--- src/pfc_cfg.svh ---
// Register map, field positions and reset values of the platform control block.
// Assumes byte addressing on a 32-bit APB with word-aligned registers.
`ifndef PFC_CFG_SVH
`define PFC_CFG_SVH

`define PFC_ADDR_W 12
`define PFC_OFS_PLAT 12'h00c
`define PFC_OFS_COP 12'h040
`define PFC_OFS_STAT 12'h044

`define PFC_BIT_STALL_EN 16
`define PFC_BIT_SPEC_DIS 15
`define PFC_BIT_DATA_SPEC 14
`define PFC_BIT_WAKE 2
`define PFC_BIT_ACK 1
`define PFC_BIT_REQ 0

`define PFC_PLAT_RST 32'h0000_0000
`define PFC_COP_RST 32'h0000_0000
`define PFC_STALL_CNT_W 16

`endif

--- src/pfc_pkg.sv ---
// Types shared by the platform control block.
// Assumes nothing beyond a SystemVerilog tool.
package pfc_pkg;

  typedef enum logic [1:0] {
    cop_idle = 2'b00,
    cop_entering = 2'b01,
    cop_active = 2'b10,
    cop_exiting = 2'b11
  } pfc_cop_state_e;

endpackage

--- src/pfc_op_seq.sv ---
// Compute-operation entry and exit sequencer.
// Assumes the platform reports, as a level, that it has reached compute mode.
module pfc_op_seq (
  // Clock and reset
  input wire logic clk,
  input wire logic rst_n,
  // Request from the control register
  input wire logic op_req,
  // Platform handshake
  input wire logic op_status,
  output logic op_run,
  // Result
  output logic op_ack,
  output pfc_pkg::pfc_cop_state_e state
);

  pfc_pkg::pfc_cop_state_e next_state;

  always_comb begin
    next_state = state;
    case (state)
      pfc_pkg::cop_idle: begin
        if (op_req) next_state = pfc_pkg::cop_entering;
      end
      pfc_pkg::cop_entering: begin
        if (op_status) next_state = pfc_pkg::cop_active;
        else if (!op_req) next_state = pfc_pkg::cop_idle;
      end
      pfc_pkg::cop_active: begin
        if (!op_req) next_state = pfc_pkg::cop_exiting;
      end
      default: begin
        if (!op_status) next_state = pfc_pkg::cop_idle;
      end
    endcase
  end

  always_ff @(posedge clk or negedge rst_n) begin
    if (!rst_n) state <= pfc_pkg::cop_idle;
    else state <= next_state;
  end

  // Run is asked only while entering or resident
  always_ff @(posedge clk or negedge rst_n) begin
    if (!rst_n) op_run <= 1'b0;
    else op_run <= (next_state == pfc_pkg::cop_entering) ||
                   (next_state == pfc_pkg::cop_active);
  end

  // Ack rises once entry is done and holds until exit is done
  always_ff @(posedge clk or negedge rst_n) begin
    if (!rst_n) op_ack <= 1'b0;
    else op_ack <= (next_state == pfc_pkg::cop_active) ||
                   (next_state == pfc_pkg::cop_exiting);
  end

endmodule // pfc_op_seq

--- src/pfc_ctrl.sv ---
// Platform flash and compute-operation control registers behind APB.
// Assumes a flash controller that honours the wait and speculation outputs,
// and a core that pulses vector_fetch on each interrupt or exception fetch.
//
// What this block does
// - Stall enabled: flash busy access gets waits.
// - Same-block fetches stall instead of faulting.
// - Speculation disable bit turns speculation off.
// - Data speculation bit extends speculation to data.
// - Platform bits 13 to 10 read zero.
// - Compute bits 31 to 3 read zero.
// - Wake bit clears request on vector fetch.
// - Ack high between entry done and exit done.
// - Request bit asks for or withdraws operation.
// - Request cleared by hardware only when wake set.
// - Compute register sits at offset 40h.
// - Speculation modes follow the two speculation bits.
// - Only supervisor writes change registers.
// - Both registers reset to zero.
//
// Chosen here: the APB interface to the registers.
`include "pfc_cfg.svh"

module pfc_ctrl #(
  parameter int STALL_CNT_W = `PFC_STALL_CNT_W
) (
  // APB clock and reset
  input wire logic pclk,
  input wire logic presetn,
  // APB slave
  input wire logic [`PFC_ADDR_W-1:0] paddr,
  input wire logic psel,
  input wire logic penable,
  input wire logic pwrite,
  input wire logic [31:0] pwdata,
  input wire logic [3:0] pstrb,
  input wire logic [2:0] pprot,
  output logic [31:0] prdata,
  output logic pready,
  output logic pslverr,
  // Flash controller side
  input wire logic flash_busy,
  input wire logic flash_access,
  output logic spec_instr_en,
  output logic spec_data_en,
  output logic stall_on_flash_busy,
  output logic flash_wait,
  output logic read_collision,
  // Core and platform side
  input wire logic vector_fetch,
  input wire logic cop_status,
  output logic cop_run,
  output logic cop_in_progress
);

  ////////////////////////////////////////////////////////////////////////////
  // Bus decode

  logic access;
  logic do_write;
  logic do_read;
  logic hit_plat;
  logic hit_cop;
  logic hit_stat;
  logic hit_any;
  logic priv;
  logic wr_err;

  // One wait state: pready rises in the second access cycle
  assign access = psel && penable && pready;

  always_comb begin
    hit_plat = 1'b0;
    hit_cop = 1'b0;
    hit_stat = 1'b0;
    if (paddr == `PFC_OFS_PLAT) begin
      hit_plat = 1'b1;
    end else if (paddr == `PFC_OFS_COP) begin
      hit_cop = 1'b1;
    end else if (paddr == `PFC_OFS_STAT) begin
      hit_stat = 1'b1;
    end
  end

  assign hit_any = hit_plat || hit_cop || hit_stat;
  assign priv = pprot[0];
  // User-mode writes are dropped and flagged, like other supervisor-only blocks
  assign wr_err = pwrite && (!priv || hit_stat);
  assign do_write = access && pwrite && priv && (hit_plat || hit_cop);
  assign do_read = access && !pwrite;

  ////////////////////////////////////////////////////////////////////////////
  // Bus handshake

  always_ff @(posedge pclk or negedge presetn) begin
    if (!presetn) begin
      pready <= 1'b0;
    end else begin
      pready <= psel && penable && !pready;
    end
  end

  always_ff @(posedge pclk or negedge presetn) begin
    if (!presetn) begin
      pslverr <= 1'b0;
    end else begin
      pslverr <= psel && penable && !pready && (!hit_any || wr_err);
    end
  end

  ////////////////////////////////////////////////////////////////////////////
  // Platform control register

  logic stall_en;
  logic spec_dis;
  logic data_spec;

  always_ff @(posedge pclk or negedge presetn) begin
    if (!presetn) begin
      stall_en <= 1'b0;
    end else if (do_write && hit_plat && pstrb[`PFC_BIT_STALL_EN/8]) begin
      stall_en <= pwdata[`PFC_BIT_STALL_EN];
    end
  end

  always_ff @(posedge pclk or negedge presetn) begin
    if (!presetn) begin
      spec_dis <= 1'b0;
      data_spec <= 1'b0;
    end else if (do_write && hit_plat && pstrb[`PFC_BIT_SPEC_DIS/8]) begin
      spec_dis <= pwdata[`PFC_BIT_SPEC_DIS];
      data_spec <= pwdata[`PFC_BIT_DATA_SPEC];
    end
  end

  ////////////////////////////////////////////////////////////////////////////
  // Speculation and stall outputs

  always_ff @(posedge pclk or negedge presetn) begin
    if (!presetn) begin
      spec_instr_en <= 1'b0;
      spec_data_en <= 1'b0;
    end else begin
      spec_instr_en <= !spec_dis;
      spec_data_en <= !spec_dis && data_spec;
    end
  end

  always_ff @(posedge pclk or negedge presetn) begin
    if (!presetn) begin
      stall_on_flash_busy <= 1'b0;
    end else begin
      stall_on_flash_busy <= stall_en;
    end
  end

  // A busy-flash access is held with wait states when stalling is on, so code
  // in the same block keeps running; otherwise it is reported as a collision.
  // Sector safety stays with software; this logic cannot see sectors.
  always_ff @(posedge pclk or negedge presetn) begin
    if (!presetn) begin
      flash_wait <= 1'b0;
    end else begin
      flash_wait <= stall_en && flash_busy && flash_access;
    end
  end

  always_ff @(posedge pclk or negedge presetn) begin
    if (!presetn) begin
      read_collision <= 1'b0;
    end else begin
      read_collision <= !stall_en && flash_busy && flash_access;
    end
  end

  // Stall cycles seen, saturating, for software diagnosis
  logic [STALL_CNT_W-1:0] stall_cnt;

  always_ff @(posedge pclk or negedge presetn) begin
    if (!presetn) begin
      stall_cnt <= '0;
    end else if (do_write && hit_plat && pstrb[`PFC_BIT_STALL_EN/8]) begin
      stall_cnt <= '0;
    end else if (flash_wait && !(&stall_cnt)) begin
      stall_cnt <= stall_cnt + 1'b1;
    end
  end

  ////////////////////////////////////////////////////////////////////////////
  // Compute operation control register

  logic wake_on_irq;
  logic cop_req;
  logic cop_ack;
  logic req_wr;
  pfc_pkg::pfc_cop_state_e cop_state;

  assign req_wr = do_write && hit_cop && pstrb[0];

  always_ff @(posedge pclk or negedge presetn) begin
    if (!presetn) begin
      wake_on_irq <= 1'b0;
    end else if (req_wr) begin
      wake_on_irq <= pwdata[`PFC_BIT_WAKE];
    end
  end

  // A software write in the same cycle as a vector fetch wins, so a fresh
  // request is never lost to an older fetch.
  always_ff @(posedge pclk or negedge presetn) begin
    if (!presetn) begin
      cop_req <= 1'b0;
    end else if (req_wr) begin
      cop_req <= pwdata[`PFC_BIT_REQ];
    end else if (wake_on_irq && vector_fetch) begin
      cop_req <= 1'b0;
    end
  end

  pfc_op_seq u_seq (
    .clk(pclk),
    .rst_n(presetn),
    .op_req(cop_req),
    .op_status(cop_status),
    .op_run(cop_run),
    .op_ack(cop_ack),
    .state(cop_state)
  );

  always_ff @(posedge pclk or negedge presetn) begin
    if (!presetn) begin
      cop_in_progress <= 1'b0;
    end else begin
      cop_in_progress <= (cop_state == pfc_pkg::cop_entering) ||
                         (cop_state == pfc_pkg::cop_exiting);
    end
  end

  ////////////////////////////////////////////////////////////////////////////
  // Read data

  logic [31:0] next_prdata;

  always_comb begin
    next_prdata = 32'h0000_0000;
    if (hit_plat) begin
      next_prdata[`PFC_BIT_STALL_EN] = stall_en;
      next_prdata[`PFC_BIT_SPEC_DIS] = spec_dis;
      next_prdata[`PFC_BIT_DATA_SPEC] = data_spec;
    end else if (hit_cop) begin
      next_prdata[`PFC_BIT_WAKE] = wake_on_irq;
      next_prdata[`PFC_BIT_ACK] = cop_ack;
      next_prdata[`PFC_BIT_REQ] = cop_req;
    end else if (hit_stat) begin
      next_prdata[STALL_CNT_W+3:4] = stall_cnt;
      next_prdata[3:2] = cop_state;
      next_prdata[1] = flash_busy;
      next_prdata[0] = cop_status;
    end
  end

  always_ff @(posedge pclk or negedge presetn) begin
    if (!presetn) begin
      prdata <= 32'h0000_0000;
    end else if (psel && penable && !pready && !pwrite) begin
      prdata <= next_prdata;
    end else if (do_read) begin
      prdata <= 32'h0000_0000;
    end
  end

endmodule // pfc_ctrl

--- config.mk ---
export PLATFORM = sky130hd
export DESIGN_NAME = pfc_ctrl
export DESIGN_NICKNAME = d
export VERILOG_FILES = /design/src/pfc_pkg.sv /design/src/pfc_op_seq.sv /design/src/pfc_ctrl.sv
export VERILOG_INCLUDE_DIRS = /design/src /design/src/src
export SDC_FILE = /design/constraint.sdc
export NUM_CORES = 1
export LEC_CHECK = 0
export BUFFER_PORTS_ARGS = -buffer_cell sky130_fd_sc_hd__buf_4
export CAP_MARGIN = 0
export CORE_MARGIN = 10
export CORE_UTILIZATION = 36
export DETAILED_ROUTE_END_ITERATION = 12
export PLACE_DENSITY = 0.76
export SLEW_MARGIN = 15
export SYNTH_ARGS = -nofsm -noshare
export SYNTH_HDL_FRONTEND = slang
export SYNTH_SLANG_ARGS = --single-unit
--- constraint.sdc ---
create_clock -name pclk -period 1.7 [get_ports pclk]
set_input_delay 0.085 -clock pclk [delete_from_list [all_inputs] [get_ports pclk]]
set_output_delay 0.085 -clock pclk [all_outputs]
set_load 0.02 [all_outputs]
# Word-level counts from Yosys, hierarchy flattened

Index checks and enable logic that the tools add are counted.

Add/subtract/negate cells: 1
Equal/unequal tests: 9
Multiplexer cells: 24
Reduce and logical (&&, ||, !) cells: 41

Operators by type and width:

| cell                                                                    | number |
|---|---|
| 32-bit two-way mux                                                      | 2 |
| 16-bit two-way mux                                                      | 2 |
| 12-bit by 7-bit equality test with 1-bit output (second input constant) | 2 |
| 1-bit logical AND                                                       | 22 |
| 20-bit two-way mux                                                      | 1 |
| 17-bit two-way mux                                                      | 1 |
| 16-bit by 1-bit adder with 16-bit output (second input constant)        | 1 |
| 16-bit AND reduction                                                    | 1 |
| 14-bit two-way mux                                                      | 1 |
| 12-bit by 4-bit equality test with 1-bit output (second input constant) | 1 |
| 2-bit two-way mux                                                       | 5 |
| 3-bit two-way mux                                                       | 3 |
| 2-bit equality test (second input constant)                             | 4 |
| 1-bit two-way mux                                                       | 8 |
| 1-bit zero test                                                         | 7 |
| 1-bit logical OR                                                        | 7 |
| 2-bit one-hot mux with 3 select lines                                   | 1 |
| 2-bit nonzero test                                                      | 3 |
| 2-bit by 1-bit equality test with 1-bit output (second input constant)  | 2 |
| 2-bit zero test                                                         | 1 |

Register bits: 65
Input bits: 60
Output and inout bits: 41
Logic and storage cells: 93

# Longest topological paths before layout

Gate-level depths: netlist (run 1).

Word-level depth: 8
Gate-level depth with buffers: 7
Mapped depth without buffers: 5

# Hierarchy

Synthesis (run 1) repeated with hierarchy kept, for this count alone.

Cells, all modules: 235
Area, all modules: 2469.9 sq um

By module, submodules not included:

| module     | times used | cells each | area each (sq um) | seq. area each (sq um) |
|---|---|---|---|---|
| pfc_ctrl   | 1          | 223        | 2344.7            | 1226.2 |
| pfc_op_seq | 1          | 12         | 125.1             | 75.1 |

# Worst setup path before layout (run 1)

Ideal clock, no wire load.

Path type: register to register
Start point: reg flash_wait
End point: reg stall_cnt[13]
Library setup time: 0.077 ns
Arrival: 1.641 ns
Data required time: 1.623 ns
Slack: -0.018 ns
Cell stages (with the launch flop): 6
Buffers on the path: 1
Period minus slack after synthesis: 1.718 ns
Cell sequence: dfrtp_1 > clkbuf_1 > and3_1 > nand2_1 > or4_1 > a21oi_1

Longest elaborated chain between the ends: 2

Ends and longest elaborated chain:

| element                      | line            | RTL |
|---|---|---|
| from (decl)                  | pfc_ctrl.sv:47  | `output logic flash_wait,` |
| from (signal assigned)       | pfc_ctrl.sv:164 | `flash_wait <= stall_en && flash_busy && flash_access;` |
| 1-bit logical AND            | pfc_ctrl.sv:184 | `end else if (flash_wait && !(&stall_cnt)) begin` |
| 2-bit nonzero test (no line) | -               |  |
| to (signal assigned)         | pfc_ctrl.sv:185 | `stall_cnt <= stall_cnt + 1'b1;` |
| to (decl)                    | pfc_ctrl.sv:177 | `logic [STALL_CNT_W-1:0] stall_cnt;` |

No other way between the ends.
A chain may end at the register's enable or synchronous reset.

# Worst setup path in the final report (run 1)

Start point: reg stall_cnt[10]
End point: reg stall_cnt[13]

Longest elaborated chain between the ends: 4
Elaborated cells on any way between the ends: 7
Classes of those cells: 1 x add/sub; 2 x mux; 4 x reduce/logical

Ends and longest elaborated chain:

| element |
|---|
| branches (longest 4 deep; another with 16-bit by 1-bit adder with 16-bit output) |

Parallel ways; which one is timed is not known. The select of a mux whose other input is x is not followed.

==> flow_metrics.py, run 1 <==
metrics = {
    "cts": {
        "clock_path_buffers": 2,
        "htree_levels": 2,
        "ctsRootBufferMaster": "clkbuf_8",
        "cts.sinks": 52,
        "cts_buffers": 5,
        "path_clk_slew_ps": 100,
        "cts_tree": "yes",
        "worstSkewPairLatency_ps": 310,
    },
    "worst_setup_path": {
        "required_ps": 1930,
        "timing_worst_setup_path_type": "reg2reg",
        "crit_path_max_fanout": 5,
        "arrival_ps": 1870,
        "cp-end-kind": "flop",
        "rrSetupSlack_ps": 60,
        "worst_setup_path_start_kind": "flop",
    },
    "timing": {
        "clock-skew-final_ps": 10.0,
        "fin_ws_ps": 62.3,
        "tightest_slew_ps": 648,
        "holdWs_ps": 5.87,
        "max_freq_mhz": 611,
        "setup_viol": 0,
        "finalHoldViolations": 0,
        "post-route-period-util_pct": 96.3,
        "finalSetupTns_ps": 0,
        "grt_setup_unrepaired": "true",
        "fin_crit_ps": 1640,
        "drv_slew": 0,
        "slew_headroom_pct": 56.8,
    },
    "die": {
        "ios": 101,
        "die_w_um": 102,
        "die_area_mm2": 0.0105,
        "core-area_mm2": 0.00646,
        "fp.dieH_um": 102,
        "start_util_pct": 37.9,
        "rows": 29,
    },
    "routing": {
        "drtPass1Iterations": 5,
        "viasPerCell": 5.39,
        "route.detailed.drc": 0,
        "drtIter0Drc": 182,
        "wl_um": 6270,
        "wire_per_inst_um": 15.9,
        "vias": 2122,
        "ant_nets": 0,
    },
    "layout": {
        "drive_gt1_share_pct": 33.1,
        "num-nets-final": 377,
        "fill_cells": 591,
        "syn_to_final_growth_pct": 32.6,
        "instances_no_fill": 394,
        "diodes": 0,
        "utilization_pct": 50.3,
    },
    "logic_synthesis": {
        "synth_top_area_share_pct": 53.2,
        "synthCells": 233,
        "synthDistinctLibCells": 37,
        "synthTopCellsByArea": "dfrtp_1 53%, a22o_1 6.4%, buf_4 3.7%",
        "yosysSeqAreaShare_pct": 53.2,
        "ys_ff_latch": 52,
        "syn_area_mm2": 0.00245,
        "avgSynthCellArea_um2": 10.5,
        "synth_area_leader_cell": "dfrtp_1",
        "yosysWarnings": 0,
    },
    "run_status": {
        "status": "completed",
    },
    "placed_design": {
        "dp_slack_ps": 90.9,
        "io_buffers": 58,
        "gp_congestion": 0.860,
        "dp_hpwl_um": 4670,
        "dp_cells": 380,
    },
    "global_route": {
        "grt_use_met1_pct": 13.1,
        "grt_use_met2_pct": 21.0,
        "grtUsageMet3_pct": 2.70,
        "grt_usage_pct": 11.8,
        "grt_overflow_total": 0,
        "grt_start_max_net_pins": 53,
        "grt_pass1_vias": 2154,
        "grt_busiest_layer": "met2",
        "grt_pass1_wl_um": 10000,
        "antenna_found_initial": 0,
    },
    "power_and_ir_drop": {
        "vdd_drop_max_mv": 0.328,
        "p_per_area_mw_per_mm2": 749,
        "leakage_nw": 1.59,
    },
    "hold_path": {
        "hold_path.class": "in2reg",
    },
    "run": {
        "maxCapViolCount": 0,
    },
}
registers in the layout, indices dropped and copies added, names as in the netlist:
name / cells
stall_on_flash_busy: 1
read_collision: 1
cop_req: 1
stall_en: 1
data_spec: 1
cop_in_progress: 1
spec_instr_en: 1
flash_wait: 1
u_seq.state: 1
pready: 1
pslverr: 1
u_seq.op_ack: 1
stall_cnt: 16
spec_dis: 1
prdata: 20
u_seq.op_run: 1
spec_data_en: 1
wake_on_irq: 1
report_power, final:
part	total, mW	internal, mW	switching [mW]
registers	1.32	1.28	0.0406
logic	0.244	0.106	0.138
clock network	0.869	0.444	0.425
what timing repair did:
item / CTS / global route
resized for setup: 0 / 5
endpoints found under the setup margin: 0 / 9
endpoints found under the hold margin: 53 / 1
buffers inserted: 0 / 2
hold buffers: 3 / 1
cells by family (layout without fill, tap and decap cells):
logic type	after synthesis	count (layout)	synth area share, %
flip-flops	52	52	53.2
buffers and inverters	29	102	6.54
adder cells (fa/ha/maj)	1	1	0.511
AND/OR/NAND/NOR	81	81	19.2
AO/OA/AOI/OAI	60	60	16.5
other	1	12	0.153
multiplexers	9	9	3.94
layer usage:
metal,vias up,wire length (µm),share of wire [%]
li1,1004,-,-
met1,1047,2660,42
met2,60,3120,50
met3,11,354,5.6
met4,0,129,2.1
met5,-,0,0
stage by stage:
stage | area, µm² | total power [mW]
after floorplan | 2490 | 1.47
final | 3250 | 2.43
after detailed placement | 3060 | 1.58
after global placement | 3060 | 1.57
after global routing | 3250 | 2.53
after CTS | 3200 | 2.44
Yosys cell counts:
library cell	n
o31a_1	1
nand3_4	1
conb_1	1
nor2b_1	4
nor2_1	8
nor3_1	7
dfrtp_1	52
or4_1	4
nand4b_1	2
inv_1	8
o21ai_0	14
ha_1	1
a211oi_1	2
buf_2	5
and4_1	1
nor4_1	7
a41oi_1	2
nand3_1	6
mux2_2	5
a21oi_1	15
nor3b_1	1
nor3_2	1
or3_2	1
clkbuf_1	4
or3_1	4
a22o_1	18
a21boi_0	2
nand4_1	4
nand2_1	17
or3_4	1
nand2b_1	1
or3b_2	1
mux2i_1	4
nand3b_1	3
and3_1	7
buf_4	12
o31ai_1	6
final cells by class:
class / count / area (µm²) / share of cell area (%)
Tap cell: 77 / 96.3 / 2.97
Sequential cell: 52 / 1300 / 40.1
Clock buffer: 5 / 68.8 / 2.12
Clock inverter: 3 / 46.3 / 1.43
Multi-Input combinational cell: 163 / 1050 / 32.2
Inverter: 8 / 30.0 / 0.925
Timing Repair Buffer: 86 / 656 / 20.2
cell usage in the layout (no fill, tap or decap), types with 2 or more instances in the layout:
cell type and n:
a21boi_0 2, a21oi_1 14, nor3_1 7, nand4_1 4
or3_1 4, a41oi_1 2, clkbuf_8 5, nor2_1 8
a211oi_1 2, dlygate4sd3_1 4, inv_1 8, nand3b_1 3
nor2b_1 4, conb_1 12, nor4_1 5, mux2_2 5
a22o_1 18, nand4b_1 2, mux2i_1 4, or4_1 4
nand2_1 16, o31ai_1 6, and3_1 7, nand3_1 6
nor4_2 2, dfrtp_1 51, o21ai_0 14, buf_4 82
worst max-delay path, cell delays in order, from the launching register on:
cell and delay [ps]:
dfrtp_1 430, nand3_1 140, or3_4 360, or4_1 480
a21oi_1 150
worst paths after layout:
kind | startpoint | endpoint | cells past startpoint
worst min register to register | spec_dis | spec_instr_en | 1
max in group asynchronous | presetn | stall_cnt[13] | 2
worst max register to register | stall_cnt[10] | stall_cnt[13] | 4
worst max-delay path | stall_cnt[10] | stall_cnt[13] | 4
worst min-delay path | pwdata[2] | wake_on_irq | 2
min in group asynchronous | presetn | prdata[8] | 2
No activity file was read; power rests on OpenSTA's default activity.
==> inputs of run 2 (changes only) <==
--- a/config.mk
+++ b/config.mk
@@ -6,12 +6,12 @@
 export SDC_FILE = /design/constraint.sdc
 export NUM_CORES = 1
 export LEC_CHECK = 0
-export BUFFER_PORTS_ARGS = -buffer_cell sky130_fd_sc_hd__buf_4
 export CAP_MARGIN = 0
 export CORE_MARGIN = 10
 export CORE_UTILIZATION = 36
 export DETAILED_ROUTE_END_ITERATION = 12
-export PLACE_DENSITY = 0.76
+export DONT_BUFFER_PORTS = 1
+export PLACE_DENSITY = 0.63
 export SLEW_MARGIN = 15
 export SYNTH_ARGS = -nofsm -noshare
 export SYNTH_HDL_FRONTEND = slang
==> flow_metrics.py, run 2 (synthesized netlist as in run 1, its figures left out) <==
metrics = {
    "die": {
        "ios": 101,
        "fp.dieH_um": 102,
        "core-area_mm2": 0.00646,
        "die_area_mm2": 0.0105,
        "start_util_pct": 37.9,
        "die_w_um": 102,
        "rows": 29,
    },
    "cts": {
        "cts_tree": "yes",
        "htree_levels": 2,
        "ctsRootBufferMaster": "clkbuf_8",
        "cts_buffers": 5,
        "clock_path_buffers": 2,
        "cts.sinks": 52,
        "path_clk_slew_ps": 100,
        "worstSkewPairLatency_ps": 310,
    },
    "power_and_ir_drop": {
        "switchingPower_mw": 0.601,
        "p_clk_share_pct": 33.1,
        "p_sw_share_pct": 26.8,
        "leakage_nw": 1.36,
        "p_int_mw": 1.64,
        "vdd_drop_max_mv": 0.380,
        "finalPower_mw": 2.24,
        "combinationalPowerShare_pct": 7.1,
        "p_per_area_mw_per_mm2": 760,
        "seq_power_share_pct": 59.8,
    },
    "run": {
        "maxCapViolCount": 0,
    },
    "layout": {
        "reg_top3": "prdata x20, stall_cnt x16",
        "largest_register": "prdata",
        "num-nets-final": 334,
        "most-common-layout-cells": "52 x dfrtp_1, 29 x buf_4, 18 x a22o_1",
        "diodes": 0,
        "stdcell_area_mm2": 0.00295,
        "syn_to_final_growth_pct": 20.6,
        "fill_cells": 610,
        "final_common_cell": "dfrtp_1",
        "drive_gt1_share_pct": 20.1,
        "largest_reg_flops": 20,
        "instances_no_fill": 351,
    },
    "routing": {
        "wire_per_inst_um": 17.4,
        "wl_um": 6110,
        "drtPass1Iterations": 5,
        "drtIter0Drc": 121,
        "ant_nets": 0,
        "viasPerCell": 5.56,
        "vias": 1950,
        "route.detailed.drc": 0,
    },
    "run_status": {
        "status": "completed",
    },
    "worst_setup_path": {
        "timing_worst_setup_path_type": "reg2reg",
        "cp-end-kind": "flop",
        "required_ps": 1950,
        "crit_path_max_fanout": 7,
        "arrival_ps": 1870,
        "worst_setup_path_start_kind": "flop",
    },
    "hold_path": {
        "hold_path.class": "in2reg",
    },
    "timing": {
        "grt_setup_unrepaired": "false",
        "finalHoldViolations": 0,
        "fin_crit_ps": 1620,
        "fin_ws_ps": 77.8,
        "drv_slew": 0,
        "clock-skew-final_ps": 4.60,
        "post-route-period-util_pct": 95.4,
        "finalSetupTns_ps": 0,
        "setup_viol": 0,
        "max_freq_mhz": 616,
    },
    "global_route": {
        "grt_overflow_total": 0,
        "grt_start_max_net_pins": 53,
        "grt_pass1_wl_um": 9960,
        "grt_usage_pct": 11.8,
        "antenna_found_initial": 0,
        "grt_pass1_vias": 2046,
    },
    "placed_design": {
        "dp_hpwl_um": 4490,
        "dp_cells": 328,
        "postPlaceCellArea_mm2": 0.00267,
        "dp_slack_ps": 74.8,
        "gp_congestion": 0.829,
        "io_buffers": 0,
    },
}
run 2: stage by stage:
stage	util [%]	hold slack, ps
2_1_floorplan	-	-211
3_3_place_gp	41.3	-209
3_5_place_dp	41.3	-209
4_1_cts	45.2	25.4
5_1_grt	45.7	38.4
6_report	45.7	32.4
run 2: final timing paths:
| check | start | endpoint | slack, ps | depth (start not counted) |
|---|---|---|---|---|
| setup / recovery | stall_cnt[8] | stall_cnt[13] | 80 | 4 |
| setup reg to reg | stall_cnt[8] | stall_cnt[13] | 80 | 4 |
| min in group asynchronous | presetn | pslverr | 280 | 2 |
| hold reg to reg | spec_dis | spec_instr_en | 490 | 1 |
| max in group asynchronous | presetn | prdata[12] | 1190 | 2 |
| hold / removal | pprot[0] | pslverr | 30 | 2 |
run 2: cell type report:
cell class	count	area, µm²	area share (%)
inverters	8	30.0	1.02
multi-input cells	163	1050	35.6
repair buffers	43	375	12.7
clock inverters	3	27.5	0.933
well taps	77	96.3	3.27
clock buffers	5	68.8	2.33
flip-flops and latches	52	1300	44.1
run 2: metal layers:
metal	global-route usage (%)	part of all wire, %	up-vias	wire length [µm]
li1	-	-	914	-
met1	13.9	42	960	2590
met2	19.8	49	65	2990
met3	2.70	6.6	11	405
met4	5.53	2.1	0	130
met5	0	0	-	0
run 2: power by group through the flow:
stage               logic [mW]  clock network [mW]  registers [mW]
floorplan                0.114                   0            1.36
global placement        0.0992                   0            1.37
detailed placement       0.101                   0            1.37
CTS                      0.160               0.766            1.34
global route             0.182               0.823            1.35
finish                   0.160               0.742            1.34
run 2: worst max-delay path, stage by stage (launching register included):
cell,delay (ps)
dfrtp_1,410
nand3_4,130
or3_4,400
or4_4,490
a21oi_2,130
run 2: what timing repair did:
item	4_1_cts	5_1_grt
hold buffers	14	0
resized for setup	0	7
endpoints found under the setup margin	0	7
buffers inserted	0	1
endpoints found under the hold margin	66	0
==> inputs of run 3 (changes only) <==
--- a/config.mk
+++ b/config.mk
@@ -6,6 +6,7 @@
 export SDC_FILE = /design/constraint.sdc
 export NUM_CORES = 1
 export LEC_CHECK = 0
+export ABC_AREA = 1
 export CAP_MARGIN = 0
 export CORE_MARGIN = 10
 export CORE_UTILIZATION = 36
==> flow_metrics.py, run 3 <==
metrics = {
    "run_status": {
        "status": "completed",
    },
    "logic_synthesis": {
        "synth_most_common_cell": "nand2_1",
        "yosysSeqAreaShare_pct": 47.8,
        "synth_top_area_share_pct": 47.8,
        "yosysWarnings": 0,
        "ys_ff_latch": 52,
        "synth_area_leader_cell": "dfrtp_1",
        "synthTopCellsByArea": "dfrtp_1 48%, nand2_1 15%, inv_1 6.1%",
        "synthDistinctLibCells": 27,
        "synthTopCellsByCount": "111 x nand2_1, 52 x dfrtp_1, 44 x inv_1",
        "synthCells": 358,
        "syn_area_mm2": 0.00272,
        "synth_flop_cell": "dfrtp_1",
        "synth_edf_count": 0,
        "async_flop_share_pct": 100,
        "avgSynthCellArea_um2": 7.61,
    },
    "placed_design": {
        "postPlaceCellArea_mm2": 0.00284,
        "gp_congestion": 0.844,
        "dp_slack_ps": 96.1,
        "dp_hpwl_um": 4760,
        "io_buffers": 0,
        "dp_cells": 457,
    },
    "routing": {
        "drtPass1Iterations": 4,
        "drtIter0Drc": 99,
        "ant_nets": 0,
        "route.detailed.drc": 0,
        "wl_um": 6540,
        "vias": 2238,
        "wire_per_inst_um": 13.6,
        "viasPerCell": 4.64,
    },
    "timing": {
        "finalSetupTns_ps": 0,
        "fin_crit_ps": 1620,
        "clock-skew-final_ps": 4.26,
        "post-route-period-util_pct": 95.2,
        "max_freq_mhz": 618,
        "holdWs_ps": 31.7,
        "fin_ws_ps": 81.2,
        "finalHoldViolations": 0,
        "setup_viol": 0,
        "drv_slew": 0,
    },
    "layout": {
        "diodes": 0,
        "instances_no_fill": 482,
        "stdcell_area_mm2": 0.00312,
        "most-common-layout-cells": "111 x nand2_1, 52 x dfrtp_1, 43 x inv_1",
        "final_common_cell": "nand2_1",
        "syn_to_final_growth_pct": 14.7,
        "largest_register": "prdata",
        "largest_reg_flops": 20,
        "drive_gt1_share_pct": 12.3,
        "reg_top3": "prdata x20, stall_cnt x16",
        "utilization_pct": 42.8,
        "num-nets-final": 443,
    },
    "global_route": {
        "grt_pass1_wl_um": 10400,
        "grt_start_max_net_pins": 53,
        "grt_pass1_vias": 2099,
        "grt_overflow_total": 0,
        "grt_usage_pct": 11.2,
        "antenna_found_initial": 0,
    },
    "power_and_ir_drop": {
        "vdd_drop_max_mv": 0.299,
        "finalPower_mw": 2.65,
        "leakage_nw": 1.63,
        "p_per_area_mw_per_mm2": 849,
    },
    "worst_setup_path": {
        "required_ps": 1890,
        "crit_path_max_fanout": 4,
        "cp-end-kind": "flop",
        "timing_worst_setup_path_type": "reg2reg",
        "worst_setup_path_start_kind": "flop",
        "arrival_ps": 1810,
    },
    "die": {
        "ios": 101,
        "die_area_mm2": 0.0114,
        "rows": 31,
        "fp.dieH_um": 107,
        "die_w_um": 107,
        "start_util_pct": 37.4,
        "core-area_mm2": 0.00729,
    },
    "cts": {
        "htree_levels": 2,
        "path_clk_slew_ps": 90,
        "worstSkewPairLatency_ps": 300,
        "ctsRootBufferMaster": "clkbuf_8",
        "clock_path_buffers": 2,
        "cts.sinks": 52,
        "cts_buffers": 5,
        "cts_tree": "yes",
    },
    "run": {
        "maxCapViolCount": 0,
    },
    "hold_path": {
        "hold_path.class": "in2reg",
    },
}
[run 3: cell types whose count changed in the layout (fill, tap and decap cells not counted), sizes merged, moves of 5 or more]
cell,change
nor2,+44
a22o,-18
nand3,+21
inv,+35
or3,-6
a21oi,-9
and3,-6
o31ai,-5
nand2,+101
nor4,-7
buf,-18
mux2,-5
[run 3: per-layer routing]
metal | GRT usage (%) | wire length [µm] | up-vias
met3 | 2.99 | 372 | 10
met5 | 0 | 0 | -
met1 | 12.9 | 2670 | 1041
met2 | 19.7 | 3400 | 54
li1 | - | - | 1133
met4 | 3.77 | 90 | 0
[run 3: final timing paths]
kind | start | endpoint | slack, ps | cells after the start
max | pready | cop_req | 80 | 6
min | flash_busy | prdata[1] | 30 | 4
max reg2reg | pready | cop_req | 80 | 6
min reg2reg | stall_en | stall_on_flash_busy | 420 | 0
max in group asynchronous | presetn | stall_cnt[8] | 1190 | 2
min in group asynchronous | presetn | spec_instr_en | 280 | 2
[run 3: critical path, cell delays in order, from the launching register on]
cell           delay (ps)
dfrtp_1               370
nand3_2               100
nor2_4                140
nand4_1               180
nand2_1                90
o21ai_0                70
dlygate4sd3_1         550
[run 3: logic make-up (layout without fill, tap and decap cells)]
| group | after synthesis | count (layout) | synth area share (%) |
|---|---|---|---|
| adder cells (fa/ha/maj) | 1 | 1 | 0.459 |
| other | 1 | 12 | 0.138 |
| flip-flops | 52 | 52 | 47.8 |
| AO/OA/AOI/OAI | 25 | 25 | 4.96 |
| AND/OR/NAND/NOR | 213 | 213 | 35.4 |
| buffers and inverters | 66 | 80 | 11.3 |
[run 3: area by class of cell]
| type | instances | area (µm²) |
|---|---|---|
| repair buffers | 27 | 273 |
| clock buffers | 7 | 76.3 |
| clock inverters | 1 | 8.76 |
| inverters | 45 | 169 |
| multi-input cells | 251 | 1170 |
| well taps | 99 | 124 |
| fillers | 768 | 4170 |
| flip-flops and latches | 52 | 1300 |
[run 3: power breakdown]
part	leakage [nW]	switching (mW)	internal, mW
registers	0.673	0.145	1.34
logic	0.917	0.297	0.172
clock network	0.0424	0.401	0.295
total	1.63	0.843	1.81
[run 3: timing repair]
item / 4_1_cts / 5_1_grt
endpoints found under the setup margin: 0 / 15
buffers inserted: 0 / 1
gates resized for setup: 0 / 6
hold endpoints to repair: 64 / 0
hold buffers: 16 / 0
